<file path="src/fcb_consts.vh">
// constants for the flag conditional branch unit
`ifndef FCB_CONSTS_VH
`define FCB_CONSTS_VH
`define FCB_OP_NOV    8'hE5
`define FCB_OP_NZ     8'hE1
`define FCB_PC_STEP   21'h00_0002
`define FCB_PC_RST    21'h00_0000
`define FCB_Q1        4'h1
`define FCB_Q2        4'h2
`define FCB_Q3        4'h4
`define FCB_Q4        4'h8
`endif

</file>
<file path="src/fcb_branch.v">
// flag conditional branch decode and execute unit
`timescale 1ns/1ns
`include "fcb_consts.vh"

module fcb_branch #(
	parameter PC_W = 21
) (
	input  wire            clk_i,
	input  wire            nrst_i,
	input  wire            instr_valid_i,
	input  wire [15:0]     instr_i,
	input  wire [PC_W-1:0] instr_addr_i,
	input  wire            ovf_flag_i,
	input  wire            zero_flag_i,
	output wire            is_branch_o,
	output reg  [PC_W-1:0] pc_o,
	output reg             pc_we_o,
	output reg             nop_cycle_o,
	output reg             done_o,
	output reg  [3:0]      qphase_o
);

	// ==========================================================
	// phase and state codes
	localparam [3:0] Q1     = `FCB_Q1;
	localparam [3:0] Q2     = `FCB_Q2;
	localparam [3:0] Q3     = `FCB_Q3;
	localparam [3:0] Q4     = `FCB_Q4;
	localparam [1:0] S_EXEC = 2'b01;
	localparam [1:0] S_NOP  = 2'b10;

	// ==========================================================
	// state and next values
	reg  [3:0]      q_q;
	reg  [3:0]      q_d;
	reg  [1:0]      st_q;
	reg  [1:0]      st_d;
	reg  [7:0]      off_q;
	reg  [7:0]      off_d;
	reg             take_q;
	reg             take_d;
	reg  [PC_W-1:0] addr_q;
	reg  [PC_W-1:0] addr_d;
	reg  [PC_W-1:0] pc_d;
	reg             pc_we_d;
	reg             done_d;
	reg             nop_d;

	wire            op_nov;
	wire            op_nz;
	wire            take;
	wire            latch_en;
	wire            exec_q4;
	wire            nop_q4;
	wire [PC_W-1:0] next_pc;
	wire [PC_W-1:0] disp;
	wire [PC_W-1:0] target;

	// ==========================================================
	// decode
	assign op_nov      = (instr_i[15:8] == `FCB_OP_NOV);
	assign op_nz       = (instr_i[15:8] == `FCB_OP_NZ);
	assign is_branch_o = instr_valid_i & (op_nov | op_nz);
	// flag inputs are the ones left by the last completed instruction
	assign take = (op_nov & ~ovf_flag_i) | (op_nz & ~zero_flag_i);

	assign latch_en = (st_q == S_EXEC) && (q_q == Q1);
	assign exec_q4  = (st_q == S_EXEC) && (q_q == Q4);
	assign nop_q4   = (st_q == S_NOP) && (q_q == Q4);

	// ==========================================================
	// target arithmetic
	assign next_pc = addr_q + `FCB_PC_STEP;

	// doubled, sign extended offset
	genvar gi;
	generate
		for (gi = 0; gi < PC_W; gi = gi + 1) begin : g_disp
			if (gi == 0) begin : g_lsb
				assign disp[gi] = 1'b0;
			end else if (gi < 9) begin : g_mid
				assign disp[gi] = off_q[gi-1];
			end else begin : g_sign
				assign disp[gi] = off_q[7];
			end
		end
	endgenerate

	assign target = next_pc + disp;

	// ==========================================================
	// quarter phase sequencer
	always @* begin
		case (q_q)
		Q1: begin
			q_d = Q2;
		end
		Q2: begin
			q_d = Q3;
		end
		Q3: begin
			q_d = Q4;
		end
		Q4: begin
			q_d = Q1;
		end
		default: begin
			q_d = Q1;
		end
		endcase
	end

	// ==========================================================
	// instruction cycle state
	always @* begin
		st_d = st_q;
		case (st_q)
		S_EXEC: begin
			if (exec_q4 && take_q) begin
				st_d = S_NOP;
			end
		end
		S_NOP: begin
			if (nop_q4) begin
				st_d = S_EXEC;
			end
		end
		default: begin
			st_d = S_EXEC;
		end
		endcase
	end

	// ==========================================================
	// literal and condition latch
	always @* begin
		off_d  = off_q;
		addr_d = addr_q;
		take_d = take_q;
		if (latch_en) begin
			off_d  = instr_i[7:0];
			addr_d = instr_addr_i;
			take_d = is_branch_o & take;
		end else if (nop_q4) begin
			take_d = 1'b0;
		end
	end

	// ==========================================================
	// pc write and completion
	always @* begin
		pc_d    = pc_o;
		pc_we_d = 1'b0;
		done_d  = 1'b0;
		if (exec_q4) begin
			pc_we_d = 1'b1;
			if (take_q) begin
				pc_d = target;
			end else begin
				pc_d   = next_pc;
				done_d = 1'b1;
			end
		end
		if (nop_q4) begin
			done_d = 1'b1;
		end
		nop_d = (st_d == S_NOP);
	end

	// ==========================================================
	// phase and state registers
	always @(posedge clk_i or negedge nrst_i) begin
		if (!nrst_i) begin
			q_q  <= Q1;
			st_q <= S_EXEC;
		end else begin
			q_q  <= q_d;
			st_q <= st_d;
		end
	end

	// ==========================================================
	// latched literal, address and condition
	always @(posedge clk_i or negedge nrst_i) begin
		if (!nrst_i) begin
			off_q  <= 8'h00;
			addr_q <= `FCB_PC_RST;
			take_q <= 1'b0;
		end else begin
			off_q  <= off_d;
			addr_q <= addr_d;
			take_q <= take_d;
		end
	end

	// ==========================================================
	// program counter output
	always @(posedge clk_i or negedge nrst_i) begin
		if (!nrst_i) begin
			pc_o <= `FCB_PC_RST;
		end else begin
			pc_o <= pc_d;
		end
	end

	// ==========================================================
	// program counter write strobe
	always @(posedge clk_i or negedge nrst_i) begin
		if (!nrst_i) begin
			pc_we_o <= 1'b0;
		end else begin
			pc_we_o <= pc_we_d;
		end
	end

	// ==========================================================
	// completion strobe
	always @(posedge clk_i or negedge nrst_i) begin
		if (!nrst_i) begin
			done_o <= 1'b0;
		end else begin
			done_o <= done_d;
		end
	end

	// ==========================================================
	// no-op cycle flag
	always @(posedge clk_i or negedge nrst_i) begin
		if (!nrst_i) begin
			nop_cycle_o <= 1'b0;
		end else begin
			nop_cycle_o <= nop_d;
		end
	end

	// ==========================================================
	// quarter phase output
	always @(posedge clk_i or negedge nrst_i) begin
		if (!nrst_i) begin
			qphase_o <= Q1;
		end else begin
			qphase_o <= q_d;
		end
	end

endmodule // fcb_branch

</file>
<file path="config.mk">
export PLATFORM = sky130hd
export DESIGN_NAME = fcb_branch
export DESIGN_NICKNAME = d
export VERILOG_FILES = /design/src/fcb_branch.v
export VERILOG_INCLUDE_DIRS = /design/src
export SDC_FILE = /design/constraint.sdc
export NUM_CORES = 1
export LEC_CHECK = 0
export ABC_AREA = 1
export BUFFER_PORTS_ARGS = -buffer_cell sky130_fd_sc_hd__buf_2
export CAP_MARGIN = 25
export CORE_UTILIZATION = 37
export CTS_CLUSTER_DIAMETER = 100
export DETAILED_ROUTE_END_ITERATION = 6
export MAX_ROUTING_LAYER = met4
export PLACE_DENSITY = 0.68
export SYNTH_ARGS = -nofsm -noshare
export SYNTH_HDL_FRONTEND = slang
export SYNTH_SLANG_ARGS = --single-unit
</file>
<file path="constraint.sdc">
create_clock -name clk_i -period 5.27 [get_ports clk_i]
set_input_delay 0.2635 -clock clk_i [delete_from_list [all_inputs] [get_ports clk_i]]
set_output_delay 0.2635 -clock clk_i [all_outputs]
set_load 0.01 [all_outputs]
</file>
==> metrics.md, run 1 <==
| Metric | Value |
|---|---|
| H-Tree Depth | 3 |
| CP max-delay cell | dfrtp_1 |
| Mapped Cells | 595 |
| Design Area, Final | 5000 µm² |
| Synthesized area per cell | 7.17 µm² |
| Post-synthesis cell type count | 47 |
| Crit start category | flip-flop |
| Main combinational cell family by area after synthesis | simple AND/OR/NAND/NOR gates |
| TritonCTS clock tree | yes |
| Hold Violations, Final | 0 |
| Die area | 12000 µm² |
| Hold-fix buffers at CTS | 0 |
| Filler cell count | 1159 |
| Reg2Reg Launch Point | addr_q[2]$_DFFE_PN0P_ |
| FF-to-FF End | pc_o[12]$_DFFE_PN0P_ |
| DRC | 0 |
| Vias post-DR | 3921 |
| DP Cell Count | 795 |
| Core box area | 11000 µm² |
| Synth Area in XOR/XNOR | 0.0305 |
| R2r setup slk | 2.48 ns |
| Ys flop type | dfrtp_1 |
| Largest net degree at the start of global routing | 61 |
| Period utilisation layout | 0.529 |
| Mux cell area share after synthesis | 0 |
| CP Capture Type | flip-flop |
| Post-synth EDFFs | 0 |
| Simple-gate share of the synthesized area | 0.333 |
| Setup TNS | 0 ns |
| Ant. Diodes | 0 |
| GRT overflow | 0 |
| Total track usage | 0.215 |
| Pwr per Cell Area | 659 nW/µm² |
| Highest routed layer | met4 |
| Buffer count from post-CTS setup fixing | 0 |
| Design internal power | 1.66 mW |
| Sw Ratio | 0.497 |
| Die X | 109 µm |
| Max-Cap Viols | 0 |
| CP Launch Point | addr_q[2]$_DFFE_PN0P_ |
| Top post-synthesis cells by area | dfrtp_1 34%, nand2_1 17%, ha_1 7.6% |
| Yosys warning count | 0 |
| Total Power | 3.29 mW |
| Detailed Place HPWL | 8760 µm |
| Mean routed wirelength per cell | 13.8 µm |
| Post-CTS Resized | 0 |
| P_sw | 1.64 mW |
| Fin nets | 735 |
| Peak VDD IR | 241 µV |
| I/O pin cnt | 71 |
| Asr flop ratio synth | 1.00 |
| Critical Path RT | 5.49 ns |
| Max FO, Critical Path | 5 |
| Drt pass-1 iters | 5 |
| Share of layout cells above drive strength 1 | 0.194 |
| PortBufs | 70 |
| Post-synthesis sequential area ratio | 0.352 |
| Worst Max-Slew Pin Slew | 0.773 ns |
| Antenna viol nets, final | 0 |
| Fin crit period | 2.79 ns |
| Met2 wire len | 5260 µm |
| Max Slew Vio Count | 0 |
| Post-Syn Area | 4270 µm² |
| Die Y | 109 µm |
| Fmax achieved | 359 MHz |
| Gpl congestion | 0.912 |
| Non-filler cells in the finished layout | 811 |
| Worst R2R Path Depth | 16 |
| Root Driver | clkbuf_16 |
| # setup viols final | 0 |
| Initial Utilization | 0.387 |
| CTS Buffer Depth | 2 |
| Initial drt markers | 206 |
| DRT met1 WL | 5380 µm |
| Relative slew slack | 0.485 |
| Post-Synth Adder-Cell Area | 0.0809 |
| Post-layout worst setup margin | 2.48 ns |
| Post-Route WL | 11200 µm |
| Multi-input gate area | 2370 µm² |
| Post-Syn Nets | 664 |
| CTS clk-pin slew, worst paths | 0.06 ns |
| Clk sink count | 60 |
| Post-synthesis compound-gate area fraction | 0.110 |
| Final Skew | 0.00731 ns |
| Combinational power share | 0.583 |
| Hold WC Path Type | input port to async pin |
| Via-per-instance ratio | 4.83 |
| Cell Area, Placed | 4730 µm² |
| First-pass GRT wire length | 18800 µm |
| Number of buffers created by CTS | 9 |
| Top post-synthesis cells by count | 196 x nand2_1, 73 x inv_1, 58 x dfrtp_1, 46 x nor2_1, 31 x nand3_1 |
| CP cell instances | ha_1, nand2_2, inv_2, nand2_2, nor2_4, nand2_1, o21ai_0, inv_1, ha_1, nand2_1, nor2_1, inv_1, o21ai_0, a21oi_1, o21ai_0, nand2_1 |
| Share of the synthesized area in the top cell type | 0.340 |
| Reg power frac | 0.252 |
| Status | completed |
| Area leader, netlist | dfrtp_1 |
| Setup CP Type | flip-flop to flip-flop |
| Most frequent cell after synthesis | nand2_1 |
| RSZ-0062 raised after global routing | false |
| Met3 routed WL | 414 µm |
| Initial antenna violation count | 0 |
| Leak | 2.73 nW |
| Seq. cell area | 1500 µm² |
| Area grow syn2layout | 17.1% |
| Worst skew pair latency | 0.33 ns |
| Vias in the first global route | 3904 |
| Largest stage delay, worst path | 0.38 ns |
| CP Data Arrival Time | 3.00 ns |
| Flops & latches, synth | 60 |
| Place WS | 2.49 ns |
| Row cnt | 38 |
| Clock power share | 0.164 |
==> registers in the layout, summed over array words and instances, names as in the netlist, 2 cells and up <==
| name | flops |
|---|---|
| pc_o | 21 |
| qphase_o | 4 |
| addr_q | 21 |
| st_q | 2 |
| off_q | 8 |
==> layer usage <==
| metal | up-vias | global-route usage |
|---|---|---|
| met5 | - | - |
| met4 | 0 | 0.0771 |
| met3 | 14 | 0.0362 |
| met2 | 75 | 0.338 |
| met1 | 1794 | 0.280 |
| li1 | 2038 | - |
==> metrics by stage <==
| step | util | hold slack, ns |
|---|---|---|
| finish | 0.453 | 0.0957 |
| global route | 0.453 | 0.129 |
| CTS | 0.453 | 0.120 |
| detailed placement | 0.429 | 0.466 |
| global placement | 0.429 | 0.457 |
| floorplan | - | -0.0321 |
==> critical path: cells and delay by family, from the launching register on <==
| family | cells | cell delay [ns] |
|---|---|---|
| AOI/OAI and AO/OA | 4 | 0.78 |
| DFF | 1 | 0.38 |
| adders and majority gates | 2 | 0.59 |
| buffers and inverters | 3 | 0.23 |
| and+or+nand+nor | 7 | 0.69 |
==> cell families after synthesis <==
group | after synthesis
fa+ha+maj | 27
xor+xnor | 14
simple gates | 315
buf+inv | 98
flops | 60
compound gates | 81
==> layout make-up <==
type	instances	area share
flip-flops and latches	60	0.301
repair buffers	71	0.0716
multi-input cells	437	0.473
clock inverters	5	0.00550
well taps	140	0.0350
inverters	87	0.0653
clock buffers	11	0.0485
==> worst max-delay path by stage <==
| stage | to | slack [ns] | depth (start not counted) |
|---|---|---|---|
| floorplan | pc_o[20]$_DFFE_PN0P_ | 2.93 | 20 |
| global placement | pc_o[12]$_DFFE_PN0P_ | 2.56 | 16 |
| detailed placement | pc_o[12]$_DFFE_PN0P_ | 2.49 | 16 |
| CTS | pc_o[12]$_DFFE_PN0P_ | 2.48 | 16 |
| global route | pc_o[12]$_DFFE_PN0P_ | 2.14 | 16 |
| finish | pc_o[12]$_DFFE_PN0P_ | 2.48 | 16 |
==> power by group through the flow <==
stage / logic, mW / registers (mW) / clock network (mW)
5_1_grt: 2.19 / 0.862 / 0.578
2_1_floorplan: 1.40 / 0.842 / 0
4_1_cts: 1.91 / 0.832 / 0.556
3_5_place_dp: 1.90 / 0.836 / 0
3_3_place_gp: 1.88 / 0.832 / 0
6_report: 1.92 / 0.831 / 0.541
==> placed cells by master (no fill, tap or decap), drive strengths merged, types with 2 or more instances in the layout <==
| cell type | instances |
|---|---|
| o311ai | 2 |
| buf | 71 |
| nand3b | 2 |
| ha | 26 |
| xor2 | 14 |
| a21oi | 23 |
| o21ai | 37 |
| o21bai | 4 |
| nor3 | 9 |
| nand4 | 6 |
| inv | 87 |
| dfrtp | 58 |
| clkbuf | 11 |
| and2 | 3 |
| nand2 | 204 |
| a21o | 4 |
| o211ai | 5 |
| nor2 | 56 |
| nand3 | 33 |
| clkinv | 4 |
| dfstp | 2 |
No activity file was read; power rests on OpenSTA's default activity.
==> run 2: changes to the inputs <==
==> constraint.sdc (replaced) <==
create_clock -name clk_i -period 2.6 [get_ports clk_i]
set_input_delay 0.13 -clock clk_i [delete_from_list [all_inputs] [get_ports clk_i]]
set_output_delay 0.13 -clock clk_i [all_outputs]
set_load 0.01 [all_outputs]
==> metrics.md, run 2 (synthesis results as in run 1) <==
| Metric | Value |
|---|---|
| Share of layout cells above drive strength 1 | 0.309 (+0.115) |
| Cell Area, Placed | 4890 µm² (+3.3%) |
| Worst skew pair latency | 0.34 ns (about the same) |
| Antenna viol nets, final | 0 (unchanged) |
| Registers with the most flip-flops | addr_q (21), pc_o (21), off_q (8) |
| FF-to-FF End | pc_o[19]$_DFFE_PN0P_ |
| Initial antenna violation count | 0 (unchanged) |
| Area grow syn2layout | 35.3% |
| Fmax achieved | 404 MHz (+13%) |
| H-Tree Depth | 3 (unchanged) |
| Core box area | 11000 µm² (unchanged) |
| Period utilisation layout | 0.952 (+0.424) |
| Initial drt markers | 243 (+18%) |
| Vias post-DR | 4204 (+7.2%) |
| PortBufs | 70 (unchanged) |
| Relative slew slack | 0.536 (+0.0509) |
| Mean routed wirelength per cell | 14.2 µm (+2.4%) |
| Initial Utilization | 0.387 (unchanged) |
| Total Power | 7.90 mW (+140%) |
| First-pass GRT wire length | 19400 µm (+3.0%) |
| Hold Violations, Final | 0 (unchanged) |
| Largest stage delay, worst path | 0.42 ns (+0.04 ns) |
| Die area | 12000 µm² (unchanged) |
| Die Y | 109 µm (unchanged) |
| CP Data Arrival Time | 2.71 ns (-0.29 ns) |
| Worst path most repeated cell | nand3_1 |
| Place WS | -0.147 ns (-2.64 ns) |
| CTS Buffer Depth | 2 (unchanged) |
| # setup viols final | 0 (unchanged) |
| Max Slew Vio Count | 0 (unchanged) |
| Setup CP Type | flip-flop to flip-flop |
| Gpl congestion | 0.903 (-0.94%) |
| R2r setup slk | 0.12 ns (-2.36 ns) |
| Post-Route WL | 12200 µm (+8.3%) |
| Post-layout worst setup margin | 0.124 ns (-2.36 ns) |
| Hold WS | 0.00442 ns (-0.0913 ns) |
| CP cell instances | ha_4, nand2_2, nor2_2, nand2_2, nor2_2, xor2_2, ha_1, buf_4, nand4_1, nor2_1, nand3_1, nand3_1, nand2_1, nand3_1, nand2_1 |
| Via-per-instance ratio | 4.90 (+1.3%) |
| Crit start category | flip-flop |
| Reg2Reg Launch Point | addr_q[1]$_DFFE_PN0P_ |
| GRT overflow | 0 (unchanged) |
| Detailed Place HPWL | 8990 µm (+2.7%) |
| RSZ-0062 raised after global routing | true |
| Critical Path RT | 2.83 ns (-2.66 ns) |
| Max-Cap Viols | 0 (unchanged) |
| Hold depth | 3 |
| Clk sink count | 60 (unchanged) |
| I/O pin cnt | 71 (unchanged) |
| Final Skew | 0.00993 ns (+0.00262 ns) |
| TritonCTS clock tree | yes |
| Most frequent cells in the layout | 185 x nand2_1, 71 x inv_1, 70 x buf_2 |
| CP max-delay cell | dfrtp_1 |
| Post-layout util | 0.524 (+0.0702) |
| Fin nets | 783 (+6.5%) |
| Leak | 2.98 nW (+9.1%) |
| Worst R2R Path Depth | 15 (-1) |
| Hold WC Path Type | input port to flip-flop |
| Root Driver | clkbuf_16 |
| Worst hold start | instr_addr_i[0] |
| Number of buffers created by CTS | 9 (unchanged) |
| Vias in the first global route | 4131 (+5.8%) |
| Largest net degree at the start of global routing | 44 (-28%) |
| CP Capture Type | flip-flop |
| Max FO, Critical Path | 4 (-1) |
| Drt pass-1 iters | 4 (-1) |
| Non-filler cells in the finished layout | 858 (+5.8%) |
| Status | completed |
| Design Area, Final | 5780 µm² (+15%) |
| Setup TNS | 0 ns (unchanged) |
| Worst Max-Slew Pin Slew | 0.697 ns (-0.0764 ns) |
| Hold path endpoint | addr_q[0]$_DFFE_PN0P_ |
| Peak VDD IR | 568 µV (+140%) |
| Worst path bufs/invs | 1 (-2) |
| Total track usage | 0.222 (+0.00702) |
| Commonest non-fill, non-tap cell in the layout | nand2_1 |
| Ant. Diodes | 0 (unchanged) |
| Worst path top cell family by delay | simple AND/OR/NAND/NOR gates |
| Die X | 109 µm (unchanged) |
| Fin crit period | 2.48 ns (-0.310 ns) |
| CTS clk-pin slew, worst paths | 0.06 ns (about the same) |
| DP Cell Count | 814 (+2.4%) |
| Pwr per Cell Area | 1370 nW/µm² (+110%) |
| Row cnt | 38 (unchanged) |
| DRC | 0 (unchanged) |
==> run 2: changes by cell type in the layout (fill, tap and decap cells not counted), sizes merged <==
cell,before,now
clkinvlp,1,0
dlygate4sd3,0,16
clkinv,4,3
buf,71,103
clkbuf,11,12
==> run 2: repair_timing <==
action	in CTS	in global routing
hold buffers	16	0
endpoints found under the setup margin	6	14
endpoints found under the hold margin	44	0
pin swaps	0	15
gates resized for setup	7	66
setup buffers	0	12
==> run 2: worst reg2reg max path, stage by stage (launching register included) <==
cell     delay, ns
dfrtp_1       0.42
ha_4          0.17
nand2_2       0.08
nor2_2        0.12
nand2_2       0.10
nor2_2        0.17
xor2_2        0.11
ha_1          0.38
buf_4         0.14
nand4_1       0.12
nor2_1        0.16
nand3_1       0.13
nand3_1       0.11
nand2_1       0.05
nand3_1       0.07
nand2_1       0.05
==> run 2: cell type report <==
type	instances	area [µm²]
clock inverter	3	15.0
timing repair buffer	119	783
clock buffer	12	246
multi-input combinational	437	2720
fill	1083	5260
tap	140	175
inverter	87	327
sequential	60	1510
==> run 2: metal layers <==
| layer | routed length (µm) | global-route usage | vias up |
|---|---|---|---|
| met3 | 391 | 0.0492 | 20 |
| met1 | 5530 | 0.274 | 1964 |
| met2 | 6040 | 0.363 | 85 |
| met5 | 0 | - | - |
| li1 | - | - | 2135 |
| met4 | 198 | 0.0686 | 0 |
==> run 2: worst max path at each step <==
| stage | from | end | slack, ns | cells past startpoint |
|---|---|---|---|---|
| finish | addr_q[1]$_DFFE_PN0P_ | pc_o[19]$_DFFE_PN0P_ | 0.12 | 15 |
| floorplan | addr_q[1]$_DFFE_PN0P_ | pc_o[20]$_DFFE_PN0P_ | 0.26 | 20 |
| detailed placement | addr_q[1]$_DFFE_PN0P_ | pc_o[12]$_DFFE_PN0P_ | -0.15 | 16 |
| global route | addr_q[1]$_DFFE_PN0P_ | pc_o[20]$_DFFE_PN0P_ | -0.08 | 20 |
| CTS | addr_q[13]$_DFFE_PN0P_ | pc_o[20]$_DFFE_PN0P_ | 0.005 | 18 |
| global placement | addr_q[1]$_DFFE_PN0P_ | pc_o[12]$_DFFE_PN0P_ | -0.04 | 16 |
==> run 2: power by group <==
| part | switching (mW) | internal (mW) |
|---|---|---|
| Sequential | 0.401 | 1.35 |
| Clock | 0.433 | 0.660 |
| Combinational | 2.96 | 2.10 |
| Total | 3.79 | 4.11 |
